$ cat config.mk
export PLATFORM = sky130hd
export DESIGN_NAME = isr_start_ctrl
export DESIGN_NICKNAME = d
export VERILOG_FILES = /design/src/inc/isr_pkg.sv /design/src/design/isr_start_ctrl.sv /design/src/design/isr_line_mon.sv
export SDC_FILE = /design/constraint.sdc
export NUM_CORES = 1
export LEC_CHECK = 0
export ABC_AREA = 1
export BUFFER_PORTS_ARGS = -buffer_cell sky130_fd_sc_hd__buf_2
export CAP_MARGIN = 20
export CORE_UTILIZATION = 45
export DETAILED_ROUTE_END_ITERATION = 10
export GPL_ROUTABILITY_DRIVEN = 1
export GPL_TIMING_DRIVEN = 0
export PLACE_DENSITY = 0.67
export RECOVER_POWER = 100
export SYNTH_ARGS = -nofsm -noshare
export SYNTH_HDL_FRONTEND = slang
export SYNTH_HIERARCHICAL = 1
export SYNTH_SLANG_ARGS = --single-unit
$ cat constraint.sdc
create_clock -name MCLK -period 2.3 [get_ports MCLK]
set_input_delay 0.23 -clock MCLK [delete_from_list [all_inputs] [get_ports MCLK]]
set_output_delay 0.23 -clock MCLK [all_outputs]
set_load 0.01 [all_outputs]
$ cat src/inc/isr_pkg.sv
package isr_pkg;
    // Start resolution latency: result flag valid within this many clocks.
    localparam int START_RESULT_CLKS = 5;
    // Sync stages for pins.
    localparam int SYNC_STAGES = 2;
    // Width of the clock width settings.
    localparam int WIDTH_BITS = 8;
    // Start hold count in clocks.
    localparam int START_HOLD_CLKS = 4;
    // Enable-to-release window for joining an active bus.
    localparam int JOIN_MIN_CLKS = 4;
    localparam int JOIN_MAX_CLKS = 80;

    typedef enum logic [4:0] {
        ISR_IDLE = 5'h01,
        ISR_RESERVED = 5'h02,
        ISR_START = 5'h04,
        ISR_WAIT = 5'h08,
        ISR_MASTER = 5'h10
    } isr_state_t;

    typedef struct packed {
        logic interface_enable;
        logic reservation_disable;
        logic start_without_stop_enable;
        logic stop_interrupt_enable;
        logic bus_release;
    } isr_ctrl_t;

    typedef struct packed {
        logic master_status;
        logic start_detected;
        logic stop_detected;
        logic bus_busy_status;
        logic start_result_flag;
        logic arbitration_loss_flag;
    } isr_stat_t;
endpackage : isr_pkg

$ cat src/design/isr_start_ctrl.sv
// How it works
// - Reservations enabled: start during busy bus after a detected start is held, fired by a shift write after the stop.
// - Start request on idle bus after stop: generate start, then wait.
// - Pending reservation: shift write after stop starts master; earlier writes ignored.
// - Start request: released bus gives start, busy bus gives reservation if reservations are enabled and a start was detected.
// - Reservation accepted only between start detection and stop detection.
// - Reservations disabled: start during busy bus is rejected, no start made.
// - Start result flag valid within five clocks of the request.
// - Bus unused by us after arbitration loss or release after extension code.
// - Without start-without-stop, enabling sets bus busy; stop needed first.
// - With start-without-stop, enabling clears bus busy; software checks bus free.
// - Enabling with data low and clock high is taken as a start.
// - Arbitration loss sets the loss flag and releases both lines.
// - Stop detection raises interrupt only when stop interrupt enable is set.
module isr_start_ctrl
#(
    parameter int WIDTH_BITS = isr_pkg::WIDTH_BITS
)
(
    input wire logic MCLK,
    input wire logic RST_N,
    input wire isr_pkg::isr_ctrl_t CTRL,
    input wire logic START_REQUEST,
    input wire logic STOP_REQUEST,
    input wire logic SHIFT_WRITE,
    input wire logic ARB_LOST,
    input wire logic [WIDTH_BITS-1:0] LOW_WIDTH,
    input wire logic [WIDTH_BITS-1:0] HIGH_WIDTH,
    input wire logic SCL_IN,
    input wire logic SDA_IN,
    output logic SCL_OUT,
    output logic SCL_OE,
    output logic SDA_OUT,
    output logic SDA_OE,
    output logic START_PENDING,
    output logic STOP_PENDING,
    output logic RESERVED,
    output logic WAIT_STATE,
    output isr_pkg::isr_stat_t STATUS,
    output logic SERIAL_INTERRUPT_REQUEST
);
    logic scl_s;
    logic sda_s;
    logic start_pulse;
    logic stop_pulse;
    logic enable_prev_reg;
    logic enable_rise;
    logic start_req_reg;
    logic stop_req_reg;
    logic resolve;
    logic busy_now;
    logic [WIDTH_BITS:0] gen_cnt_reg;
    logic sda_drive_reg;
    logic scl_drive_reg;
    logic int_reg;
    isr_pkg::isr_state_t state_reg;
    isr_pkg::isr_stat_t stat_reg;
    logic busy_reg, start_det_reg, stop_det_reg, result_reg, master_reg, ald_reg;
    localparam int RESULT_CLKS = isr_pkg::START_RESULT_CLKS;

    isr_line_mon u_mon
    (
        .clk(MCLK),
        .rst_n(RST_N),
        .scl_in(SCL_IN),
        .sda_in(SDA_IN),
        .scl_s(scl_s),
        .sda_s(sda_s),
        .start_pulse(start_pulse),
        .stop_pulse(stop_pulse)
    );

    assign enable_rise = CTRL.interface_enable && !enable_prev_reg;
    // Each status bit has its own flop, several sharing one process; the struct only gathers them.
    assign stat_reg = {master_reg, start_det_reg, stop_det_reg, busy_reg, result_reg, ald_reg};
    assign busy_now = stat_reg.bus_busy_status && !stop_pulse;
    // Request is resolved on the cycle after it is latched.
    assign resolve = start_req_reg && (state_reg == isr_pkg::ISR_IDLE);

    always_ff @(posedge MCLK or negedge RST_N)
    begin
        if (!RST_N)
        begin
            enable_prev_reg <= 1'b0;
        end
        else
        begin
            enable_prev_reg <= CTRL.interface_enable;
        end
    end

    // Start request bit clears itself once resolved.
    always_ff @(posedge MCLK or negedge RST_N)
    begin
        if (!RST_N)
        begin
            start_req_reg <= 1'b0;
            stop_req_reg <= 1'b0;
        end
        else if (!CTRL.interface_enable)
        begin
            start_req_reg <= 1'b0;
            stop_req_reg <= 1'b0;
        end
        else
        begin
            if (START_REQUEST && !start_req_reg && !stop_req_reg)
            begin
                start_req_reg <= 1'b1;
            end
            else if (resolve)
            begin
                start_req_reg <= 1'b0;
            end
            if (STOP_REQUEST && !start_req_reg && !stop_req_reg)
            begin
                stop_req_reg <= 1'b1;
            end
            else if (stop_req_reg && stop_pulse)
            begin
                stop_req_reg <= 1'b0;
            end
        end
    end

    // Bus busy tracking.
    always_ff @(posedge MCLK or negedge RST_N)
    begin
        if (!RST_N)
        begin
            busy_reg <= 1'b0;
            start_det_reg <= 1'b0;
            stop_det_reg <= 1'b0;
        end
        else if (!CTRL.interface_enable)
        begin
            busy_reg <= 1'b0;
            start_det_reg <= 1'b0;
            stop_det_reg <= 1'b0;
        end
        else if (enable_rise)
        begin
            busy_reg <= !CTRL.start_without_stop_enable;
            // Low data under high clock at enable counts as a start.
            start_det_reg <= scl_s && !sda_s;
            stop_det_reg <= 1'b0;
        end
        else if (start_pulse)
        begin
            busy_reg <= 1'b1;
            start_det_reg <= 1'b1;
            stop_det_reg <= 1'b0;
        end
        else if (stop_pulse)
        begin
            busy_reg <= 1'b0;
            start_det_reg <= 1'b0;
            stop_det_reg <= 1'b1;
        end
    end

    // Start resolution, reservation and deferred master launch.
    always_ff @(posedge MCLK or negedge RST_N)
    begin
        if (!RST_N)
        begin
            state_reg <= isr_pkg::ISR_IDLE;
            result_reg <= 1'b0;
            master_reg <= 1'b0;
            gen_cnt_reg <= '0;
        end
        else if (!CTRL.interface_enable || ARB_LOST || CTRL.bus_release)
        begin
            // Arbitration loss or release leaves us neither master nor slave.
            state_reg <= isr_pkg::ISR_IDLE;
            master_reg <= 1'b0;
            gen_cnt_reg <= '0;
        end
        else
        begin
            case (state_reg)
                isr_pkg::ISR_IDLE:
                begin
                    if (resolve && !busy_now)
                    begin
                        state_reg <= isr_pkg::ISR_START;
                        result_reg <= 1'b1;
                        master_reg <= 1'b1;
                        gen_cnt_reg <= '0;
                    end
                    else if (resolve && !CTRL.reservation_disable && stat_reg.start_detected)
                    begin
                        state_reg <= isr_pkg::ISR_RESERVED;
                        result_reg <= 1'b0;
                    end
                    else if (resolve)
                    begin
                        result_reg <= 1'b0;
                    end
                end
                isr_pkg::ISR_RESERVED:
                begin
                    // Shift writes before the stop are discarded.
                    if (stat_reg.stop_detected && !stat_reg.bus_busy_status && SHIFT_WRITE)
                    begin
                        state_reg <= isr_pkg::ISR_START;
                        master_reg <= 1'b1;
                        result_reg <= 1'b1;
                        gen_cnt_reg <= '0;
                    end
                end
                isr_pkg::ISR_START:
                begin
                    // Data held low for the low width plus the start hold count before clock pulled low.
                    if (gen_cnt_reg >= {1'b0, LOW_WIDTH} + (WIDTH_BITS+1)'(isr_pkg::START_HOLD_CLKS))
                    begin
                        state_reg <= isr_pkg::ISR_WAIT;
                    end
                    else
                    begin
                        gen_cnt_reg <= gen_cnt_reg + (WIDTH_BITS+1)'(1);
                    end
                end
                isr_pkg::ISR_WAIT:
                begin
                    if (SHIFT_WRITE)
                    begin
                        state_reg <= isr_pkg::ISR_MASTER;
                    end
                end
                isr_pkg::ISR_MASTER:
                begin
                    if (stop_pulse)
                    begin
                        state_reg <= isr_pkg::ISR_IDLE;
                        master_reg <= 1'b0;
                    end
                end
                default:
                begin
                    state_reg <= isr_pkg::ISR_IDLE;
                end
            endcase
        end
    end

    always_ff @(posedge MCLK or negedge RST_N)
    begin
        if (!RST_N)
        begin
            ald_reg <= 1'b0;
        end
        else if (ARB_LOST)
        begin
            ald_reg <= 1'b1;
        end
        else if (resolve)
        begin
            ald_reg <= 1'b0;
        end
    end

    // Line drivers: release both lines on arbitration loss.
    always_ff @(posedge MCLK or negedge RST_N)
    begin
        if (!RST_N)
        begin
            sda_drive_reg <= 1'b0;
            scl_drive_reg <= 1'b0;
        end
        else if (ARB_LOST || !CTRL.interface_enable)
        begin
            sda_drive_reg <= 1'b0;
            scl_drive_reg <= 1'b0;
        end
        else
        begin
            sda_drive_reg <= (state_reg == isr_pkg::ISR_START) || (state_reg == isr_pkg::ISR_WAIT);
            scl_drive_reg <= (state_reg == isr_pkg::ISR_WAIT);
        end
    end

    always_ff @(posedge MCLK or negedge RST_N)
    begin
        if (!RST_N)
        begin
            int_reg <= 1'b0;
        end
        else
        begin
            int_reg <= stop_pulse && CTRL.stop_interrupt_enable && CTRL.interface_enable;
        end
    end

    assign SCL_OUT = 1'b0;
    assign SDA_OUT = 1'b0;
    assign SCL_OE = scl_drive_reg;
    assign SDA_OE = sda_drive_reg;
    assign START_PENDING = start_req_reg;
    assign STOP_PENDING = stop_req_reg;
    // One-hot state: each flag is the state flop's own bit.
    assign RESERVED = state_reg[1];
    assign WAIT_STATE = state_reg[3];
    assign STATUS = stat_reg;
    assign SERIAL_INTERRUPT_REQUEST = int_reg;

    resolve_time_a: assert property (@(posedge MCLK) disable iff (!RST_N)
        $rose(start_req_reg) |-> ##[1:RESULT_CLKS] !start_req_reg)
        else $error("Start request not resolved in time.");
    reject_nostart_a: assert property (@(posedge MCLK) disable iff (!RST_N)
        (resolve && busy_now && CTRL.reservation_disable) |=> state_reg == isr_pkg::ISR_IDLE
        && !stat_reg.start_result_flag)
        else $error("Rejected request made a start.");
    reserve_take_a: assert property (@(posedge MCLK) disable iff (!RST_N)
        (resolve && busy_now && !CTRL.reservation_disable && stat_reg.start_detected && !ARB_LOST
        && !CTRL.bus_release) |=> RESERVED)
        else $error("Reservation not recorded.");
    idle_start_a: assert property (@(posedge MCLK) disable iff (!RST_N)
        (resolve && !busy_now && !ARB_LOST && !CTRL.bus_release && CTRL.interface_enable)
        |=> state_reg == isr_pkg::ISR_START && stat_reg.master_status)
        else $error("Idle bus start not generated.");
    early_write_a: assert property (@(posedge MCLK) disable iff (!RST_N)
        (RESERVED && !stat_reg.stop_detected) |=> !stat_reg.master_status)
        else $error("Early shift write started master.");
    enable_busy_a: assert property (@(posedge MCLK) disable iff (!RST_N)
        enable_rise |=> stat_reg.bus_busy_status == !$past(CTRL.start_without_stop_enable))
        else $error("Bus busy wrong after enable.");
    stop_irq_a: assert property (@(posedge MCLK) disable iff (!RST_N)
        SERIAL_INTERRUPT_REQUEST |-> $past(CTRL.stop_interrupt_enable) && $past(stop_pulse))
        else $error("Interrupt without stop enable.");
    arb_release_a: assert property (@(posedge MCLK) disable iff (!RST_N)
        ARB_LOST |=> !SDA_OE && !SCL_OE && stat_reg.arbitration_loss_flag)
        else $error("Lines not released on arbitration loss.");
    reserve_window_a: assert property (@(posedge MCLK) disable iff (!RST_N)
        $rose(RESERVED) |-> $past(stat_reg.start_detected))
        else $error("Reservation outside window.");

    start_c: cover property (@(posedge MCLK) disable iff (!RST_N) $rose(WAIT_STATE));
    reserve_c: cover property (@(posedge MCLK) disable iff (!RST_N) $rose(RESERVED));
    launch_c: cover property (@(posedge MCLK) disable iff (!RST_N) RESERVED ##1 !RESERVED && stat_reg.master_status);
endmodule : isr_start_ctrl

$ cat src/design/isr_line_mon.sv
// Samples both bus lines on the block clock and reports start and stop conditions.
module isr_line_mon
(
    input wire logic clk,
    input wire logic rst_n,
    input wire logic scl_in,
    input wire logic sda_in,
    output logic scl_s,
    output logic sda_s,
    output logic start_pulse,
    output logic stop_pulse
);
    logic [1:0] scl_sync_reg;
    logic [1:0] sda_sync_reg;
    logic scl_prev_reg;
    logic sda_prev_reg;

    always_ff @(posedge clk or negedge rst_n)
    begin
        if (!rst_n)
        begin
            scl_sync_reg <= 2'h3;
            sda_sync_reg <= 2'h3;
            scl_prev_reg <= 1'b1;
            sda_prev_reg <= 1'b1;
        end
        else
        begin
            scl_sync_reg <= {scl_sync_reg[0], scl_in};
            sda_sync_reg <= {sda_sync_reg[0], sda_in};
            scl_prev_reg <= scl_sync_reg[1];
            sda_prev_reg <= sda_sync_reg[1];
        end
    end

    assign scl_s = scl_sync_reg[1];
    assign sda_s = sda_sync_reg[1];
    // Data falling while clock high is a start, rising while clock high a stop.
    assign start_pulse = scl_s && scl_prev_reg && sda_prev_reg && !sda_s;
    assign stop_pulse = scl_s && scl_prev_reg && !sda_prev_reg && sda_s;
endmodule : isr_line_mon

=== Yosys cells after proc, flatten, opt, wreduce, memory -nomap -nowiden ===
Index checks and enable logic that the tools add are counted.

* Reductions and logical operators: 43
* Add/subtract/negate cells: 2
* Order comparisons: 1
* Muxes and demuxes: 39
* Bitwise logic cells: 1
* Equal/unequal tests: 17

{| class="wikitable"
|+ Operator list
! kind !! number
|-
| 9-bit 2-to-1 mux || 4
|-
| 5-bit 2-to-1 mux || 7
|-
| 9-bit case mux with 3 select lines || 1
|-
| 5-bit case mux with 5 select lines || 1
|-
| 1-bit 2-to-1 mux || 24
|-
| 1-bit logical AND || 21
|-
| 3-bit inequality test (second input constant) || 5
|-
| 4-bit AND reduction || 3
|-
| 1-bit zero test || 11
|-
| 8-bit by 3-bit adder with 9-bit output (second input constant) || 1
|-
| 9-bit by 1-bit adder with 9-bit output (second input constant) || 1
|-
| 9-bit >= comparator || 1
|-
| 3-bit by 1-bit inequality test with 1-bit output (second input constant) || 3
|-
| 4-bit by 1-bit inequality test with 1-bit output (second input constant) || 2
|-
| 4-bit nonzero test || 2
|-
| 5-bit by 1-bit == test with 1-bit output (second input constant) || 1
|-
| 5-bit by 2-bit == test with 1-bit output (second input constant) || 1
|-
| 5-bit by 3-bit == test with 1-bit output (second input constant) || 1
|-
| 5-bit by 4-bit == test with 1-bit output (second input constant) || 1
|-
| 5-bit == test (second input constant) || 1
|-
| 5-bit AND reduction || 1
|-
| 4-bit by 2-bit inequality test with 1-bit output (second input constant) || 1
|-
| 2-bit nonzero test || 2
|-
| 1-bit logical OR || 3
|-
| 4 further kinds || 4
|}

* Bits in registers: 32
* Output and inout port bits: 15
* Bits of input ports: 29
* Logic and storage cells: 121

=== Depth between registers and ports, before layout ===
* Word-level depth: 10
* Mapped depth: 13
* Depth with buffers taken out: 13

=== Modules after synthesis ===
The synthesis kept the hierarchy.

{| class="wikitable"
|+ Modules (own cells, without submodules)
! module !! times used !! cells each !! area each (um^2) !! seq. area each (um^2)
|-
| isr_start_ctrl || 1 || 258 || 1,945.6 || 651.9
|-
| isr_line_mon || 1 || 13 || 183.9 || 157.7
|}

=== Least setup slack after synthesis ===
OpenSTA, ideal clock, no wires.

* Path type: input to register
* From: input LOW_WIDTH[2]
* To: register gen_cnt_reg[5]
* Stages on the path: 12
* Required time: 2.183 ns
* Library setup time: 0.117 ns
* Data arrival time: 1.713 ns
* Buffers on the path: 0
* Path slack: 0.470 ns
* Path through: ha_1 > nand3_1 > nand3b_1 > ha_1 > nand2_1 > inv_1 > a21oi_1 > nand4_1 > nand2_4 > nand2_4 > nand2_1 > nand2_1

* Longest elaborated chain between the ends: 4

{| class="wikitable"
|+ Ends and longest elaborated chain
! what !! line !! RTL
|-
| start: declaration || isr_start_ctrl.sv:27 || <nowiki>input wire logic [WIDTH_BITS-1:0] LOW_WIDTH,</nowiki>
|-
| 8-bit by 3-bit adder with 9-bit output || isr_start_ctrl.sv:215 || <nowiki>if (gen_cnt_reg >= {1'b0, LOW_WIDTH} + (WIDTH_BITS+1)'(isr_pkg::START_HOLD_CLKS))</nowiki>
|-
| 9-bit >= comparator || isr_start_ctrl.sv:215 ||
|-
| 3-bit inequality test (no line) || n/a ||
|-
| 4-bit AND reduction (no line) || n/a ||
|-
| end signal: assignment || isr_start_ctrl.sv:221 || <nowiki>gen_cnt_reg <= gen_cnt_reg + (WIDTH_BITS+1)'(1);</nowiki>
|-
| end: declaration || isr_start_ctrl.sv:52 || <nowiki>logic [WIDTH_BITS:0] gen_cnt_reg;</nowiki>
|}

No other way between the ends.
A chain may end at the register's enable or synchronous reset.

=== Worst setup path in the final report ===
* From: register u_mon.sda_sync_reg[1]
* To: register gen_cnt_reg[3]

* Longest elaborated chain between the ends: 7

{| class="wikitable"
|+ Ends and longest elaborated chain
! what !! line !! RTL
|-
| start: declaration || isr_line_mon.sv:14 || <nowiki>logic [1:0] sda_sync_reg;</nowiki>
|-
| start signal: assignment || isr_line_mon.sv:30 || <nowiki>sda_sync_reg <= {sda_sync_reg[0], sda_in};</nowiki>
|-
| 1-bit logical AND || isr_line_mon.sv:40 || <nowiki>assign stop_pulse = scl_s && scl_prev_reg && !sda_prev_reg && sda_s;</nowiki>
|-
| via stop_pulse || isr_start_ctrl.sv:45 || <nowiki>logic stop_pulse;</nowiki>
|-
| 1-bit zero test || isr_start_ctrl.sv:76 || <nowiki>assign busy_now = stat_reg.bus_busy_status && !stop_pulse;</nowiki>
|-
| 1-bit logical AND || isr_start_ctrl.sv:76 ||
|-
| 1-bit zero test || isr_start_ctrl.sv:184 || <nowiki>if (resolve && !busy_now)</nowiki>
|-
| 1-bit logical AND || isr_start_ctrl.sv:184 ||
|-
| 3-bit by 1-bit inequality test with 1-bit output (no line) || n/a ||
|-
| 4-bit AND reduction (no line) || n/a ||
|}

The timed path passes the listed nets, and every way through them passes these cells.

==> impl_results.md <==
* Outcome: complete, but fails checks
* Failing checks: max-capacitance violations, max-slew violations
* Total track usage at 18.6%
* Fin nets at 352
* Reg2reg path depth at 9
* GR Util met1 at 25.5%
* CTS Buf Count at 5
* Setup_tns at 0 ns
* Ys Warns at 6
* H-Tree Depth at 2
* Post-cts hold buffer count at 0
* Row cnt at 24
* Largest net degree at the start of global routing at 33
* Worst min-delay path endpoint: u_mon/scl_sync_reg[0]
* R2r endpoint: gen_cnt_reg[3]
* Worst Max-Slew Pin Slew at 1.64 ns
* CP Capture Type: flop
* Die width at 70.8 um
* Max Fclk at 493 MHz
* Area growth syn-to-layout at 13.2%
* Slew Limit Fails at 33
* DRC at 0
* # diodes at 0
* Vias in the first global route at 1,656
* Worst setup SP type: flop
* Arrival time at the worst endpoint at 2.20 ns
* VDD IR max at 503 uV
* Hold WC Path Type: in -> reg
* Die area at 5010 sq um
* Syn Inst Count at 271
* Area of placed instances at 2360 sq um
* Initial antenna violation count at 0
* # fillers at 434
* Synth cell types at 36
* Post-synthesis sequential area ratio at 38.0%
* Finished Cell Area at 2410 sq um
* Most frequent cells in the layout: nand2_1, inv_1, nor2_1
* Worst R2R Start: u_mon/sda_sync_reg[1]
* Global-route wire length before repair at 7250 um
* Die Y at 70.8 um
* Max reg flops at 9
* Core ar. at 4440 sq um
* Met2 Use GR at 29.4%
* Max Root-Sink Buffers at 2
* Post-CTS sizing at 0
* Lkg Pwr at 1.36 nW
* CTS tree: done
* PwrDens at 515 nW/um^2
* Vias/cell at 4.75
* Total Routed Length at 4070 um
* Crit Path Max Fanout at 9
* Max-cap violations at 1
* Relative slew slack at -9.60%
* RD Place Congestion at 0.872
* Commonest non-fill, non-tap cell in the layout: nand2_1
* RSZ-0062 raised after global routing: no
* Hold path cells at 1
* Worst-Skew Late Latency at 0.29 ns
* Gr ovfl total at 0
* IO Count at 44
* Initial Util at 47.9%
* Gr busiest metal: met2
* CTS Sinks at 32
* Hold path start: SCL_IN
* IO buf count at 33
* Root buf cell: clkbuf_8
* Setup violators final at 0
* Final Hold Viols at 0
* Post-DP HPWL at 3210 um
* Routing usage on met3 at 3.85%
* Minimum clock period at 2.03 ns
* Drt wl/cell at 11.2 um
* Mapped Area at 2130 sq um
* Crit path kind: reg -> reg
* Layout cell share with drive strength beyond 1 at 19.8%
* Synth Register Bits at 32
* Total iterations of the first detailed-routing run at 6
* Critical Path RT at 2.47 ns
* Total power at 1.24 mW
* DRT antenna net count at 0
* Total number of vias at 1,734
* Clock transition at path regs at 0.06 ns
* Post-CTS setup buffers at 0
* Avg Cell Area, Syn at 7.86 sq um
* Clk_skew at 0.00806 ns
* FF-to-FF setup slack at 0.27 ns
* Tcrit/Tclk final at 88.1%
* Drt initial violations at 114
==> logic make-up after synthesis <==
group,share of synthesized area (%)
adders and majority gates,6.46
AOI/OAI and AO/OA,6.52
buffers and inverters,11.5
DFF,38.0
xor gates and xnor gates,2.88
other,0.176
and+or+nand+nor,34.4
==> worst max-delay path: stages (launching register included) <==
cell and delay [ns]:
dfstp_1 0.57, nand2_1 0.08, nor2_1 0.32, nor2_1 0.13, o211ai_2 0.23, nand2_2 0.13, nor2_8 0.15, nand2_2 0.16
nand2_1 0.09, nand2_1 0.05
==> synth_stat cells (all sizes together) <==
master	count	area [sq um]
o21ai	12	60.1
nor4	1	6.26
nor3	2	10.0
inv	44	165
conb	1	3.75
xor2	5	43.8
nand4	6	58.8
dfstp	7	184
a21o	1	7.51
nand3b	2	27.5
a21oi	5	25.0
and2	1	6.26
o211ai	1	12.5
ha	11	138
nand3	24	125
buf	9	71.3
nor2	33	196
nand2	74	303
dfrtp	25	626
o21bai	1	7.51
clkinv	1	8.76
o21a	1	7.51
o2111a	1	11.3
a211oi	1	7.51
xnor2	2	17.5
==> layout make-up <==
class	instances	area, sq um	area share (%)
inverters	45	174	7.22
multi-input cells	186	1050	43.6
flip-flops and latches	32	810	33.6
well taps	52	65.1	2.70
plain buffers	9	71.3	2.96
repair buffers	33	148	6.13
clock inverters	2	10.0	0.415
clock buffers	6	82.6	3.43
==> power by group <==
group          internal (mW)  leakage [nW]  switching [mW]
logic                 0.0757         0.902           0.116
registers              0.593         0.407          0.0165
clock network          0.238        0.0510           0.201
==> worst max-delay path by stage <==
stage | start | endpoint | slack, ns | cells past startpoint
3_5_place_dp | LOW_WIDTH[2] | gen_cnt_reg[3] | 0.1 | 13
3_3_place_gp | LOW_WIDTH[2] | gen_cnt_reg[3] | 0.12 | 13
4_1_cts | u_mon/scl_sync_reg[1] | gen_cnt_reg[3] | 0.37 | 9
2_1_floorplan | LOW_WIDTH[2] | gen_cnt_reg[5] | 0.47 | 12
5_1_grt | LOW_WIDTH[2] | gen_cnt_reg[2] | 0.09 | 13
6_report | u_mon/sda_sync_reg[1] | gen_cnt_reg[3] | 0.27 | 9
==> per-stage QoR <==
| step | instances | utilization [%] | worst slack [ns] | hold slack (ns) |
|---|---|---|---|---|
| after detailed placement | 357 | 53.2 | 0.0956 | 0.320 |
| after global routing | 365 | 54.2 | 0.0879 | 0.0211 |
| after global placement | 357 | 53.2 | 0.121 | 0.318 |
| final | 365 | 54.2 | 0.273 | 0.0384 |
| after CTS | 365 | 55.3 | 0.368 | 0.00351 |
| after floorplan | 272 | - | 0.470 | -0.0656 |
==> layer usage <==
metal / wire length [um] / share of wire (%)
met1: 2100 / 52
met2: 1800 / 44
met3: 103 / 2.5
met4: 68 / 1.7
met5: 0 / 0
No activity file was read; power rests on OpenSTA's default activity.
